--- config.mk ---
export PLATFORM = sky130hd
export DESIGN_NAME = cbi_core_bus_if
export DESIGN_NICKNAME = d
export VERILOG_FILES = /design/src/core/cbi_pkg.sv /design/src/core/cbi_core_bus_if.sv
export SDC_FILE = /design/constraint.sdc
export NUM_CORES = 1
export LEC_CHECK = 0
export ABC_AREA = 1
export BUFFER_PORTS_ARGS = -buffer_cell sky130_fd_sc_hd__buf_2
export CORE_MARGIN = 5
export CORE_UTILIZATION = 45
export DETAILED_ROUTE_END_ITERATION = 6
export PLACE_DENSITY = 0.68
export SYNTH_ARGS = -nofsm -noshare
export SYNTH_HDL_FRONTEND = slang
export SYNTH_SLANG_ARGS = --single-unit
--- constraint.sdc ---
create_clock -name pclk -period 2.12 [get_ports pclk]
set_input_delay 0.424 -clock pclk [delete_from_list [all_inputs] [get_ports pclk]]
set_output_delay 0.424 -clock pclk [all_outputs]
set_load 0.05 [all_outputs]
--- src/core/cbi_pkg.sv ---
package cbi_pkg;
  // timing
  localparam int CLK_NS = 10;
  localparam int MC_NS = 20;
  localparam int MC_CLKS = (MC_NS + CLK_NS - 1) / CLK_NS;
  localparam int MC_LAST = MC_CLKS - 1;
  localparam int IC_MAX = 15;

  // register byte offsets
  localparam logic [11:0] OFS_CTRL = 12'h000;
  localparam logic [11:0] OFS_ADDR = 12'h004;
  localparam logic [11:0] OFS_CMD = 12'h008;
  localparam logic [11:0] OFS_STAT = 12'h00C;

  // operation codes
  localparam logic [3:0] OP_FETCH = 4'h0;
  localparam logic [3:0] OP_READ = 4'h1;
  localparam logic [3:0] OP_WRITE = 4'h2;
  localparam logic [3:0] OP_VREAD = 4'h3;
  localparam logic [3:0] OP_SREAD = 4'h4;
  localparam logic [3:0] OP_SWRITE = 4'h5;
  localparam logic [3:0] OP_HALT = 4'h6;
  localparam logic [3:0] OP_SLEEP = 4'h7;
  localparam logic [3:0] OP_EXC = 4'h8;

  // bus state codes
  localparam logic [1:0] BS_HIZ = 2'h0;
  localparam logic [1:0] BS_VEC = 2'h1;
  localparam logic [1:0] BS_WR = 2'h2;
  localparam logic [1:0] BS_RD = 2'h3;

  // reset and fixed values
  localparam logic [1:0] IFLAG_RST = 2'h3;
  localparam logic [1:0] IFLAG_NMI = 2'h3;
  localparam logic [2:0] MASK_RST = 3'h0;
  localparam logic [1:0] PHASE_RST = 2'h1;
  localparam logic [7:0] PAGE_MIN = 8'h00;
  localparam logic [23:0] ADDR_RST = 24'h00_0000;

  typedef enum logic [5:0] {
    ST_IDLE = 6'b000001,
    ST_ACC = 6'b000010,
    ST_GRANT = 6'b000100,
    ST_HALT = 6'b001000,
    ST_WARN = 6'b010000,
    ST_SLEEP = 6'b100000
  } cbi_state_t;

  typedef struct packed {
    logic [26:0] rsvd;
    logic [2:0] mask;
    logic [1:0] iflags;
  } cbi_ctrl_t;

  typedef struct packed {
    logic [19:0] rsvd;
    logic [3:0] op;
    logic [7:0] data;
  } cbi_cmd_t;

  typedef struct packed {
    logic [4:0] rsvd;
    logic stopped;
    logic [3:0] icnt;
    logic taken_nmi;
    logic [1:0] taken_lvl;
    logic [2:0] irq_pend;
    logic nmi_pend;
    logic [3:0] cc;
    logic mode;
    logic granted;
    logic busy;
    logic [7:0] rdata;
  } cbi_stat_t;

  // pin inputs gathered for the synchroniser
  typedef struct packed {
    logic wait_n;
    logic rst_n;
    logic mode;
    logic [3:0] cc;
    logic bus_request_n_n;
    logic [7:0] sp;
    logic nmi_n;
    logic [2:0] irq_n;
    logic blk_n;
    logic [7:0] data;
  } cbi_pins_t;

  localparam cbi_pins_t PINS_IDLE = '1;
endpackage

--- src/core/cbi_core_bus_if.sv ---
`timescale 1ns/1ps
// Behaviour
// - instruction spans one to fifteen machine cycles
// - two phase outputs divided from clock
// - 24-bit address out, 8-bit data both ways
// - wait low stretches the current access
// - read and write strobes low during access
// - vector strobe low only on vector read
// - reset input low forces reset state
// - mode low minimum, high maximum
// - sleep warning rises before sleep entry
// - bus request releases address, data, strobes
// - grant output low once bus released
// - stack accesses put page on upper address
// - unmaskable interrupt taken on falling edge
// - three maskable levels, each software maskable
// - block input low ignores all interrupts
// - taken output low on interrupt accept
// - taken output low on reset, zero divide
// - priority flags driven on status outputs
// - first fetch marker; interrupts sampled there
// - stop low in halt, sleep, bus release
// - bus state code per access kind
module cbi_core_bus_if (
  // clock and reset
  input wire logic pclk,
  input wire logic presetn,
  // apb slave
  input wire logic psel,
  input wire logic penable,
  input wire logic pwrite,
  input wire logic [11:0] paddr,
  input wire logic [31:0] pwdata,
  output logic [31:0] prdata,
  output logic pready,
  output logic pslverr,
  // clock outputs
  output logic [1:0] phase_clock_outputs,
  // address and data
  output logic [23:0] address_out,
  output logic address_oe,
  input wire logic [7:0] data_lines_in,
  output logic [7:0] data_lines_out,
  output logic data_lines_oe,
  // bus control
  input wire logic wait_n,
  output logic rd_n,
  output logic wr_n,
  output logic strobe_oe,
  output logic vector_read_n,
  output logic [1:0] bus_state_code,
  // system control
  input wire logic reset_in_n,
  input wire logic mode_in,
  input wire logic [3:0] custom_condition_inputs,
  output logic sleep_warning,
  input wire logic bus_request_n,
  output logic bus_grant_n,
  input wire logic [7:0] stack_page_in,
  // interrupts
  input wire logic nmi_n,
  input wire logic interrupt_level_three_n,
  input wire logic interrupt_level_two_n,
  input wire logic interrupt_level_one_n,
  input wire logic interrupt_block_n,
  output logic interrupt_taken_n,
  // status
  output logic [1:0] priority_flag_outputs,
  output logic first_fetch,
  output logic stop_n
);

  function automatic logic is_rd_op(input logic [3:0] op);
    return op == cbi_pkg::OP_FETCH || op == cbi_pkg::OP_READ ||
           op == cbi_pkg::OP_SREAD;
  endfunction

  function automatic logic is_wr_op(input logic [3:0] op);
    return op == cbi_pkg::OP_WRITE || op == cbi_pkg::OP_SWRITE;
  endfunction

  function automatic logic is_stk_op(input logic [3:0] op);
    return op == cbi_pkg::OP_SREAD || op == cbi_pkg::OP_SWRITE;
  endfunction

  function automatic logic is_mapped(input logic [11:0] a);
    return a == cbi_pkg::OFS_CTRL || a == cbi_pkg::OFS_ADDR ||
           a == cbi_pkg::OFS_CMD || a == cbi_pkg::OFS_STAT;
  endfunction

  cbi_pkg::cbi_pins_t pin_a;
  cbi_pkg::cbi_pins_t s1_r;
  cbi_pkg::cbi_pins_t s2_r;
  cbi_pkg::cbi_state_t state_r;
  cbi_pkg::cbi_state_t state_nxt;
  cbi_pkg::cbi_cmd_t cmd_r;
  cbi_pkg::cbi_cmd_t cmd_new;
  cbi_pkg::cbi_cmd_t cmd_nxt;
  cbi_pkg::cbi_ctrl_t ctrl_w;
  cbi_pkg::cbi_stat_t stat_v;
  logic [31:0] rd_val;
  logic [23:0] addr_r;
  logic [2:0] mask_r;
  logic [3:0] cnt_r;
  logic [3:0] icnt_r;
  logic [3:0] tk_r;
  logic [3:0] tk_nxt;
  logic [7:0] rdata_r;
  logic [2:0] ok_lv;
  logic [1:0] pick_lv;
  logic [1:0] taken_lvl_r;
  logic taken_nmi_r;
  logic nmi_d_r;
  logic nmi_pend_r;
  logic rst_d_r;
  logic ok_r;
  logic cpu_rst;
  logic wr_acc;
  logic start;
  logic cmd_ok;
  logic acc_int;
  logic wake;
  logic acc_end;
  logic acc_nxt;
  logic cmd_sel;

  // every pin input passes two flops before use
  assign pin_a = {wait_n, reset_in_n, mode_in, custom_condition_inputs,
                  bus_request_n, stack_page_in, nmi_n,
                  interrupt_level_three_n, interrupt_level_two_n,
                  interrupt_level_one_n, interrupt_block_n, data_lines_in};

  always_ff @(posedge pclk or negedge presetn) begin
    if (!presetn) begin
      s1_r <= cbi_pkg::PINS_IDLE;
      s2_r <= cbi_pkg::PINS_IDLE;
    end else begin
      s1_r <= pin_a;
      s2_r <= s1_r;
    end
  end

  assign cpu_rst = !s2_r.rst_n;
  assign ctrl_w = pwdata;
  assign cmd_new = pwdata;
  assign cmd_sel = psel && paddr == cbi_pkg::OFS_CMD;
  assign wr_acc = psel && penable && pwrite && pready;
  assign start = wr_acc && paddr == cbi_pkg::OFS_CMD && ok_r && !cpu_rst;
  assign cmd_nxt = start ? cmd_new : cmd_r;
  assign acc_end = cnt_r == 4'(cbi_pkg::MC_LAST);

  // an op only starts from idle; no op but a fetch past the cycle limit
  assign cmd_ok = state_r == cbi_pkg::ST_IDLE && !cpu_rst &&
                  cmd_new.op <= cbi_pkg::OP_EXC &&
                  (cmd_new.op == cbi_pkg::OP_FETCH ||
                   icnt_r < 4'(cbi_pkg::IC_MAX));

  // level i+1 is eligible when unmasked and above the current flags
  generate
    for (genvar i = 0; i < 3; i++) begin : g_lv
      assign ok_lv[i] = !s2_r.irq_n[i] && !mask_r[i] &&
                        2'(i + 1) > priority_flag_outputs;
    end
  endgenerate

  always_comb begin
    pick_lv = 2'h0;
    if (ok_lv[2]) pick_lv = 2'h3;
    else if (ok_lv[1]) pick_lv = 2'h2;
    else if (ok_lv[0]) pick_lv = 2'h1;
  end

  // sampled only as a first fetch starts, and never while blocked
  assign acc_int = start && cmd_new.op == cbi_pkg::OP_FETCH &&
                   s2_r.blk_n && (nmi_pend_r || |ok_lv);
  assign wake = s2_r.blk_n && (nmi_pend_r || |ok_lv);

  always_comb begin
    state_nxt = state_r;
    if (cpu_rst) begin
      state_nxt = cbi_pkg::ST_IDLE;
    end else begin
      case (state_r)
        cbi_pkg::ST_IDLE: begin
          if (start) begin
            if (cmd_new.op == cbi_pkg::OP_HALT) begin
              state_nxt = cbi_pkg::ST_HALT;
            end else if (cmd_new.op == cbi_pkg::OP_SLEEP) begin
              state_nxt = cbi_pkg::ST_WARN;
            end else if (cmd_new.op != cbi_pkg::OP_EXC) begin
              state_nxt = cbi_pkg::ST_ACC;
            end
          end else if (!s2_r.bus_request_n_n && !cmd_sel) begin
            state_nxt = cbi_pkg::ST_GRANT;
          end
        end
        cbi_pkg::ST_ACC: begin
          if (acc_end && s2_r.wait_n) begin
            state_nxt = cbi_pkg::ST_IDLE;
          end
        end
        cbi_pkg::ST_GRANT: begin
          if (s2_r.bus_request_n_n) begin
            state_nxt = cbi_pkg::ST_IDLE;
          end
        end
        cbi_pkg::ST_WARN: begin
          if (acc_end) begin
            state_nxt = cbi_pkg::ST_SLEEP;
          end
        end
        cbi_pkg::ST_HALT, cbi_pkg::ST_SLEEP: begin
          if (wake) begin
            state_nxt = cbi_pkg::ST_IDLE;
          end
        end
        default: state_nxt = cbi_pkg::ST_IDLE;
      endcase
    end
  end

  always_ff @(posedge pclk or negedge presetn) begin
    if (!presetn) begin
      state_r <= cbi_pkg::ST_IDLE;
      cmd_r <= '0;
      cnt_r <= '0;
    end else begin
      state_r <= state_nxt;
      cmd_r <= cmd_nxt;
      if (start) begin
        cnt_r <= '0;
      end else if (!acc_end) begin
        cnt_r <= cnt_r + 4'h1;
      end
    end
  end

  // machine cycles per instruction, restarted by each first fetch
  always_ff @(posedge pclk or negedge presetn) begin
    if (!presetn) begin
      icnt_r <= '0;
    end else if (cpu_rst) begin
      icnt_r <= '0;
    end else if (start && cmd_new.op == cbi_pkg::OP_FETCH) begin
      icnt_r <= 4'h1;
    end else if (start && icnt_r < 4'(cbi_pkg::IC_MAX)) begin
      icnt_r <= icnt_r + 4'h1;
    end
  end

  always_ff @(posedge pclk or negedge presetn) begin
    if (!presetn) begin
      phase_clock_outputs <= cbi_pkg::PHASE_RST;
    end else begin
      phase_clock_outputs <= ~phase_clock_outputs;
    end
  end

  // pins follow the next state so they line up with it
  assign acc_nxt = state_nxt == cbi_pkg::ST_ACC;

  always_ff @(posedge pclk or negedge presetn) begin
    if (!presetn) begin
      address_out <= cbi_pkg::ADDR_RST;
      address_oe <= 1'b1;
      data_lines_out <= '0;
      data_lines_oe <= 1'b0;
      rd_n <= 1'b1;
      wr_n <= 1'b1;
      strobe_oe <= 1'b1;
      vector_read_n <= 1'b1;
      bus_state_code <= cbi_pkg::BS_HIZ;
      first_fetch <= 1'b0;
    end else begin
      if (is_stk_op(cmd_nxt.op)) begin
        address_out <= {s2_r.sp, addr_r[15:0]};
      end else if (s2_r.mode) begin
        address_out <= addr_r;
      end else begin
        address_out <= {cbi_pkg::PAGE_MIN, addr_r[15:0]};
      end
      address_oe <= state_nxt != cbi_pkg::ST_GRANT;
      strobe_oe <= state_nxt != cbi_pkg::ST_GRANT;
      data_lines_out <= cmd_nxt.data;
      data_lines_oe <= acc_nxt && is_wr_op(cmd_nxt.op);
      rd_n <= !(acc_nxt && is_rd_op(cmd_nxt.op));
      wr_n <= !(acc_nxt && is_wr_op(cmd_nxt.op));
      vector_read_n <= !(acc_nxt && cmd_nxt.op == cbi_pkg::OP_VREAD);
      if (!acc_nxt) begin
        bus_state_code <= cbi_pkg::BS_HIZ;
      end else if (cmd_nxt.op == cbi_pkg::OP_VREAD) begin
        bus_state_code <= cbi_pkg::BS_VEC;
      end else if (is_wr_op(cmd_nxt.op)) begin
        bus_state_code <= cbi_pkg::BS_WR;
      end else begin
        bus_state_code <= cbi_pkg::BS_RD;
      end
      first_fetch <= acc_nxt && cmd_nxt.op == cbi_pkg::OP_FETCH;
    end
  end

  always_ff @(posedge pclk or negedge presetn) begin
    if (!presetn) begin
      bus_grant_n <= 1'b1;
      stop_n <= 1'b1;
      sleep_warning <= 1'b0;
    end else begin
      bus_grant_n <= state_nxt != cbi_pkg::ST_GRANT;
      stop_n <= !(state_nxt == cbi_pkg::ST_GRANT ||
                  state_nxt == cbi_pkg::ST_HALT ||
                  state_nxt == cbi_pkg::ST_SLEEP);
      // stays high through sleep so the oscillator remains stopped
      sleep_warning <= state_nxt == cbi_pkg::ST_WARN ||
                       state_nxt == cbi_pkg::ST_SLEEP;
    end
  end

  // read data is taken from the synchronised lines at the end
  always_ff @(posedge pclk or negedge presetn) begin
    if (!presetn) begin
      rdata_r <= '0;
    end else if (state_r == cbi_pkg::ST_ACC && acc_end && s2_r.wait_n &&
                 cmd_r.op != cbi_pkg::OP_WRITE &&
                 cmd_r.op != cbi_pkg::OP_SWRITE) begin
      rdata_r <= s2_r.data;
    end
  end

  always_ff @(posedge pclk or negedge presetn) begin
    if (!presetn) begin
      nmi_d_r <= 1'b1;
      rst_d_r <= 1'b1;
    end else begin
      nmi_d_r <= s2_r.nmi_n;
      rst_d_r <= s2_r.rst_n;
    end
  end

  // a new falling edge wins over the clear by acceptance
  always_ff @(posedge pclk or negedge presetn) begin
    if (!presetn) begin
      nmi_pend_r <= 1'b0;
    end else if (cpu_rst) begin
      nmi_pend_r <= 1'b0;
    end else if (nmi_d_r && !s2_r.nmi_n && s2_r.blk_n) begin
      nmi_pend_r <= 1'b1;
    end else if (acc_int) begin
      nmi_pend_r <= 1'b0;
    end
  end

  always_ff @(posedge pclk or negedge presetn) begin
    if (!presetn) begin
      priority_flag_outputs <= cbi_pkg::IFLAG_RST;
      mask_r <= cbi_pkg::MASK_RST;
      taken_lvl_r <= '0;
      taken_nmi_r <= 1'b0;
    end else if (cpu_rst) begin
      priority_flag_outputs <= cbi_pkg::IFLAG_RST;
      mask_r <= cbi_pkg::MASK_RST;
    end else if (acc_int) begin
      taken_nmi_r <= nmi_pend_r;
      taken_lvl_r <= nmi_pend_r ? cbi_pkg::IFLAG_NMI : pick_lv;
      priority_flag_outputs <= nmi_pend_r ? cbi_pkg::IFLAG_NMI
                                          : pick_lv;
    end else if (wr_acc && paddr == cbi_pkg::OFS_CTRL) begin
      priority_flag_outputs <= ctrl_w.iflags;
      mask_r <= ctrl_w.mask;
    end
  end

  // one machine cycle low per accepted interrupt or exception
  always_comb begin
    tk_nxt = tk_r;
    if (acc_int || (start && cmd_new.op == cbi_pkg::OP_EXC) ||
        (!rst_d_r && s2_r.rst_n)) begin
      tk_nxt = 4'(cbi_pkg::MC_CLKS);
    end else if (tk_r != 4'h0) begin
      tk_nxt = tk_r - 4'h1;
    end
  end

  always_ff @(posedge pclk or negedge presetn) begin
    if (!presetn) begin
      tk_r <= '0;
      interrupt_taken_n <= 1'b1;
    end else begin
      tk_r <= tk_nxt;
      interrupt_taken_n <= tk_nxt == 4'h0;
    end
  end

  always_ff @(posedge pclk or negedge presetn) begin
    if (!presetn) begin
      addr_r <= cbi_pkg::ADDR_RST;
    end else if (wr_acc && paddr == cbi_pkg::OFS_ADDR) begin
      addr_r <= pwdata[23:0];
    end
  end

  always_comb begin
    stat_v = '0;
    stat_v.rdata = rdata_r;
    stat_v.busy = state_r != cbi_pkg::ST_IDLE;
    stat_v.granted = !bus_grant_n;
    stat_v.mode = s2_r.mode;
    stat_v.cc = s2_r.cc;
    stat_v.nmi_pend = nmi_pend_r;
    stat_v.irq_pend = ok_lv;
    stat_v.taken_lvl = taken_lvl_r;
    stat_v.taken_nmi = taken_nmi_r;
    stat_v.icnt = icnt_r;
    stat_v.stopped = !stop_n;
  end

  always_comb begin
    rd_val = '0;
    if (paddr == cbi_pkg::OFS_CTRL) begin
      rd_val = {27'h000_0000, mask_r, priority_flag_outputs};
    end else if (paddr == cbi_pkg::OFS_ADDR) begin
      rd_val = {8'h00, addr_r};
    end else if (paddr == cbi_pkg::OFS_CMD) begin
      rd_val = cmd_r;
    end else if (paddr == cbi_pkg::OFS_STAT) begin
      rd_val = stat_v;
    end
  end

  // no wait state: pready and prdata come from flops loaded in the setup phase
  always_ff @(posedge pclk or negedge presetn) begin
    if (!presetn) begin
      pready <= 1'b0;
      pslverr <= 1'b0;
      prdata <= '0;
      ok_r <= 1'b0;
    end else if (psel && !penable && !pready) begin
      pready <= 1'b1;
      prdata <= pwrite ? 32'h0000_0000 : rd_val;
      pslverr <= !is_mapped(paddr) || (pwrite && cmd_sel && !cmd_ok);
      ok_r <= cmd_ok;
    end else begin
      pready <= 1'b0;
      pslverr <= 1'b0;
    end
  end
endmodule

==> flow_metrics.py <==
metrics = {
    "yosys": {
        "synth_edf_count": 0,
        "async_flop_share": 1.00,
        "ys_types": 45,
        "ys.warnings.count": 0,
        "syn_avg_cell_area_sq_um": 9.98,
        "ys_ff_latch": 223,
        "seq_area_frac_synth": 0.626,
        "ys.flop_type": "dfrtp_1",
        "syn-cell-area_sq_mm": 0.00905,
        "synth_fp_nets": 989,
        "synth_cells": 907,
    },
    "grt": {
        "grt_use_met1": 0.271,
        "grt_pass1_vias": 6859,
        "grt_util_met2": 0.312,
        "grtUsageMet3": 0.0392,
        "grt_pass1_wl_mm": 37.1,
        "grt.busiest_layer": "met2",
        "grtUsageTotal": 0.195,
        "grt_max_degree": 65,
        "antenna_found_initial": 2,
        "overflow": 0,
    },
    "pwr": {
        "finalPower_mw": 9.95,
        "p_sw_frac": 0.234,
        "p_comb_frac": 0.086,
        "p_clk_frac": 0.455,
        "power_density_mw_per_mm2": 873,
        "ir_drop_mv": 0.583,
        "seq_power_share": 0.459,
        "p_switching_mw": 2.33,
        "intPower_mw": 7.62,
        "p_leak_nw": 5.92,
    },
    "critical_path": {
        "rrSetupSlack_ns": 0.20,
        "cpPeakStageDelay_ns": 0.54,
        "crit_type": "reg2reg",
        "worstPathCellList": "nand2_1, nor3_4, nand3_4, nand2_2, nand2_4, nor2_8, nand2_1, o21ai_2",
        "path_max_fanout": 16,
        "critPathSlowestCell": "dfstp_2",
        "cp-end-kind": "register",
        "rr_worst_depth": 8,
        "critical_path.most_common_cell": "nand2_1",
        "start_kind": "register",
        "cp.required_ns": 2.56,
        "worstPathArrival_ns": 2.36,
    },
    "timing": {
        "worst_pin_slew_ns": 0.754,
        "slew_headroom": 0.495,
        "finalClockSkew_ns": 0.0103,
        "min_period_over_period": 0.906,
        "fin_ws_ns": 0.198,
        "finalHoldViolCount": 0,
        "rsz0062_at_grt": "no",
        "slew_viol_final": 0,
        "setup_violations": 0,
        "period_minus_slack_ns": 1.92,
        "timing.fmax_mhz": 520,
        "hold_ws_ns": 0.107,
    },
    "flow_run": {
        "max_cap_viol_count": 0,
    },
    "cells_and_area": {
        "antenna_cells": 0,
        "finalNetCount": 1195,
        "drive_gt1_frac": 0.319,
        "final_cells": 1397,
        "final_util": 0.580,
        "syn2layout_area_growth_pct": 25.8,
    },
    "placement": {
        "dp_slack_ns": -0.0930,
        "io_buffers": 160,
        "dp.cells": 1321,
        "routabilityCongestion": 0.906,
        "dpl.hpwl_mm": 15.9,
    },
    "clock_network": {
        "clk_latency_ns": 0.52,
        "cts_sinks": 223,
        "path_clk_slew_ns": 0.06,
        "post-cts-setup-buffers": 0,
        "clockBufferDepth": 3,
        "cts_tree": "built",
        "htreeDepth": 1,
        "root_buffer": "clkbuf_16",
        "cts_buffers": 25,
    },
    "detailed_routing": {
        "routed_wl_mm": 22.8,
        "wire_per_inst_microns": 16.3,
        "first_iter_violations": 448,
        "ant_nets": 0,
        "vias": 6788,
        "drc": 0,
        "drtPass1Iterations": 5,
        "routed_via_density": 4.86,
    },
    "min_path": {
        "hp-class": "in2reg",
        "min_path_cells": 3,
    },
    "die": {
        "die_x_microns": 152,
        "die_area_sq_mm": 0.0231,
        "die_y_microns": 152,
        "initial_core_util": 0.461,
        "num_rows": 51,
        "io-pin-count": 161,
        "core_area_sq_mm": 0.0197,
    },
    "status": {
        "outcome": "finished clean",
    },
}
## worst max-delay path, delay by kind of cell (launching register included)
kind             cells  cell delay, ns
AO/OA/AOI/OAI        1            0.07
flip-flops           1            0.54
AND/OR/NAND/NOR      7            1.23
## synth_stat cells, drive strengths merged (2+ instances only)
cell	n	area (sq um)
dfrtp	153	3830
clkbuf	11	41.3
inv	83	312
buf	29	214
nor2	43	210
ha	4	50.1
nor3	9	66.3
o22ai	2	12.5
nand4	17	106
mux2	8	90.1
clkinv	3	11.3
o211ai	21	158
o21ai	95	505
dfstp	70	1840
nand3	53	283
nand2	277	1120
or2	2	12.5
a21oi	19	121
## per-layer routing
layer	up-vias	wire length, microns
li1	3331	-
met1	3205	10100
met2	201	10700
met3	47	1300
met4	4	688
met5	-	14
## state kept, by name, summed over array words and instances (netlist names), 2 cells and up
| signal | flops |
|---|---|
| cnt_r | 4 |
| priority_flag_outputs | 2 |
| data_lines_out | 8 |
| mask_r | 3 |
| bus_state_code | 2 |
| rdata_r | 8 |
| address_out | 24 |
| icnt_r | 4 |
| state_r | 6 |
| prdata | 32 |
| s1_r | 29 |
| tk_r | 4 |
| phase_clock_outputs | 2 |
| addr_r | 24 |
| s2_r | 29 |
| taken_lvl_r | 2 |
| cmd_r | 24 |
## cell type report
class	instances	area (sq um)
multi-input cells	558	2810
clock inverters	15	211
flip-flops and latches	223	5670
repair buffers	219	1390
inverters	86	323
clock buffers	31	658
fillers	1734	8260
well taps	265	332
## metrics by stage
step | setup TNS [ns] | area [sq um]
3_3_place_gp | -0.198 | 10200
4_1_cts | 0 | 11400
6_report | 0 | 11400
5_1_grt | 0 | 11400
2_1_floorplan | 0 | 9050
3_5_place_dp | -1.04 | 10200
## what timing repair did
item / CTS / global route
endpoints found under the setup margin: 0 / 8
hold buffers: 29 / 1
hold endpoints to repair: 64 / 1
gates resized for setup: 0 / 1
## power by group through the flow
stage | sequential, mW | clock [mW] | combinational, mW
final | 4.57 | 4.52 | 0.856
after global routing | 4.59 | 4.80 | 0.979
after CTS | 4.57 | 4.63 | 0.866
after detailed placement | 4.64 | 0 | 0.822
after global placement | 4.63 | 0 | 0.806
after floorplan | 4.66 | 0 | 0.448
## worst paths after layout
kind / to / start
worst max-delay path: address_out[19] / s2_r[27]
worst min-delay path: cmd_r[26] / pwdata[26]
worst max register to register: address_out[19] / s2_r[27]
worst min register to register: s2_r[23] / s1_r[23]
max in group asynchronous: s1_r[24] / presetn
min in group asynchronous: phase_clock_outputs[1] / presetn
## cells by family (layout without fill, tap and decap cells)
logic type,count (synthesis),after routing,synth area share
adders and majority gates,4,4,0.00553
buffers and inverters,126,351,0.0639
muxes,9,9,0.0111
AOI/OAI and AO/OA,139,139,0.0903
DFF,223,223,0.626
xor gates and xnor gates,2,2,0.00194
and+or+nand+nor,404,404,0.201
## cells in the final DEF (no fill, tap or decap), types with 3 or more instances in the layout
cell type,synthesis,final
o211ai_1,21,21
nand2_4,6,6
bufinv_16,0,5
dlygate4sd3_1,0,30
clkinv_2,0,7
o21ai_2,8,8
buf_2,9,159
nand4_1,17,17
o21ai_0,73,73
dfstp_2,70,70
clkinv_1,3,3
nand3_1,51,51
a21oi_2,4,4
nor2_1,37,37
mux2_2,8,8
nor3_1,6,6
buf_4,10,24
clkbuf_16,0,25
inv_1,78,78
clkbuf_1,11,5
dfrtp_1,153,153
a21oi_1,14,14
nand2_1,256,255
buf_12,0,5
ha_1,4,4
inv_2,5,5
nand2_2,15,16
o21ai_1,14,14
nor2_4,4,4
Power figures use the tool's default switching activity.
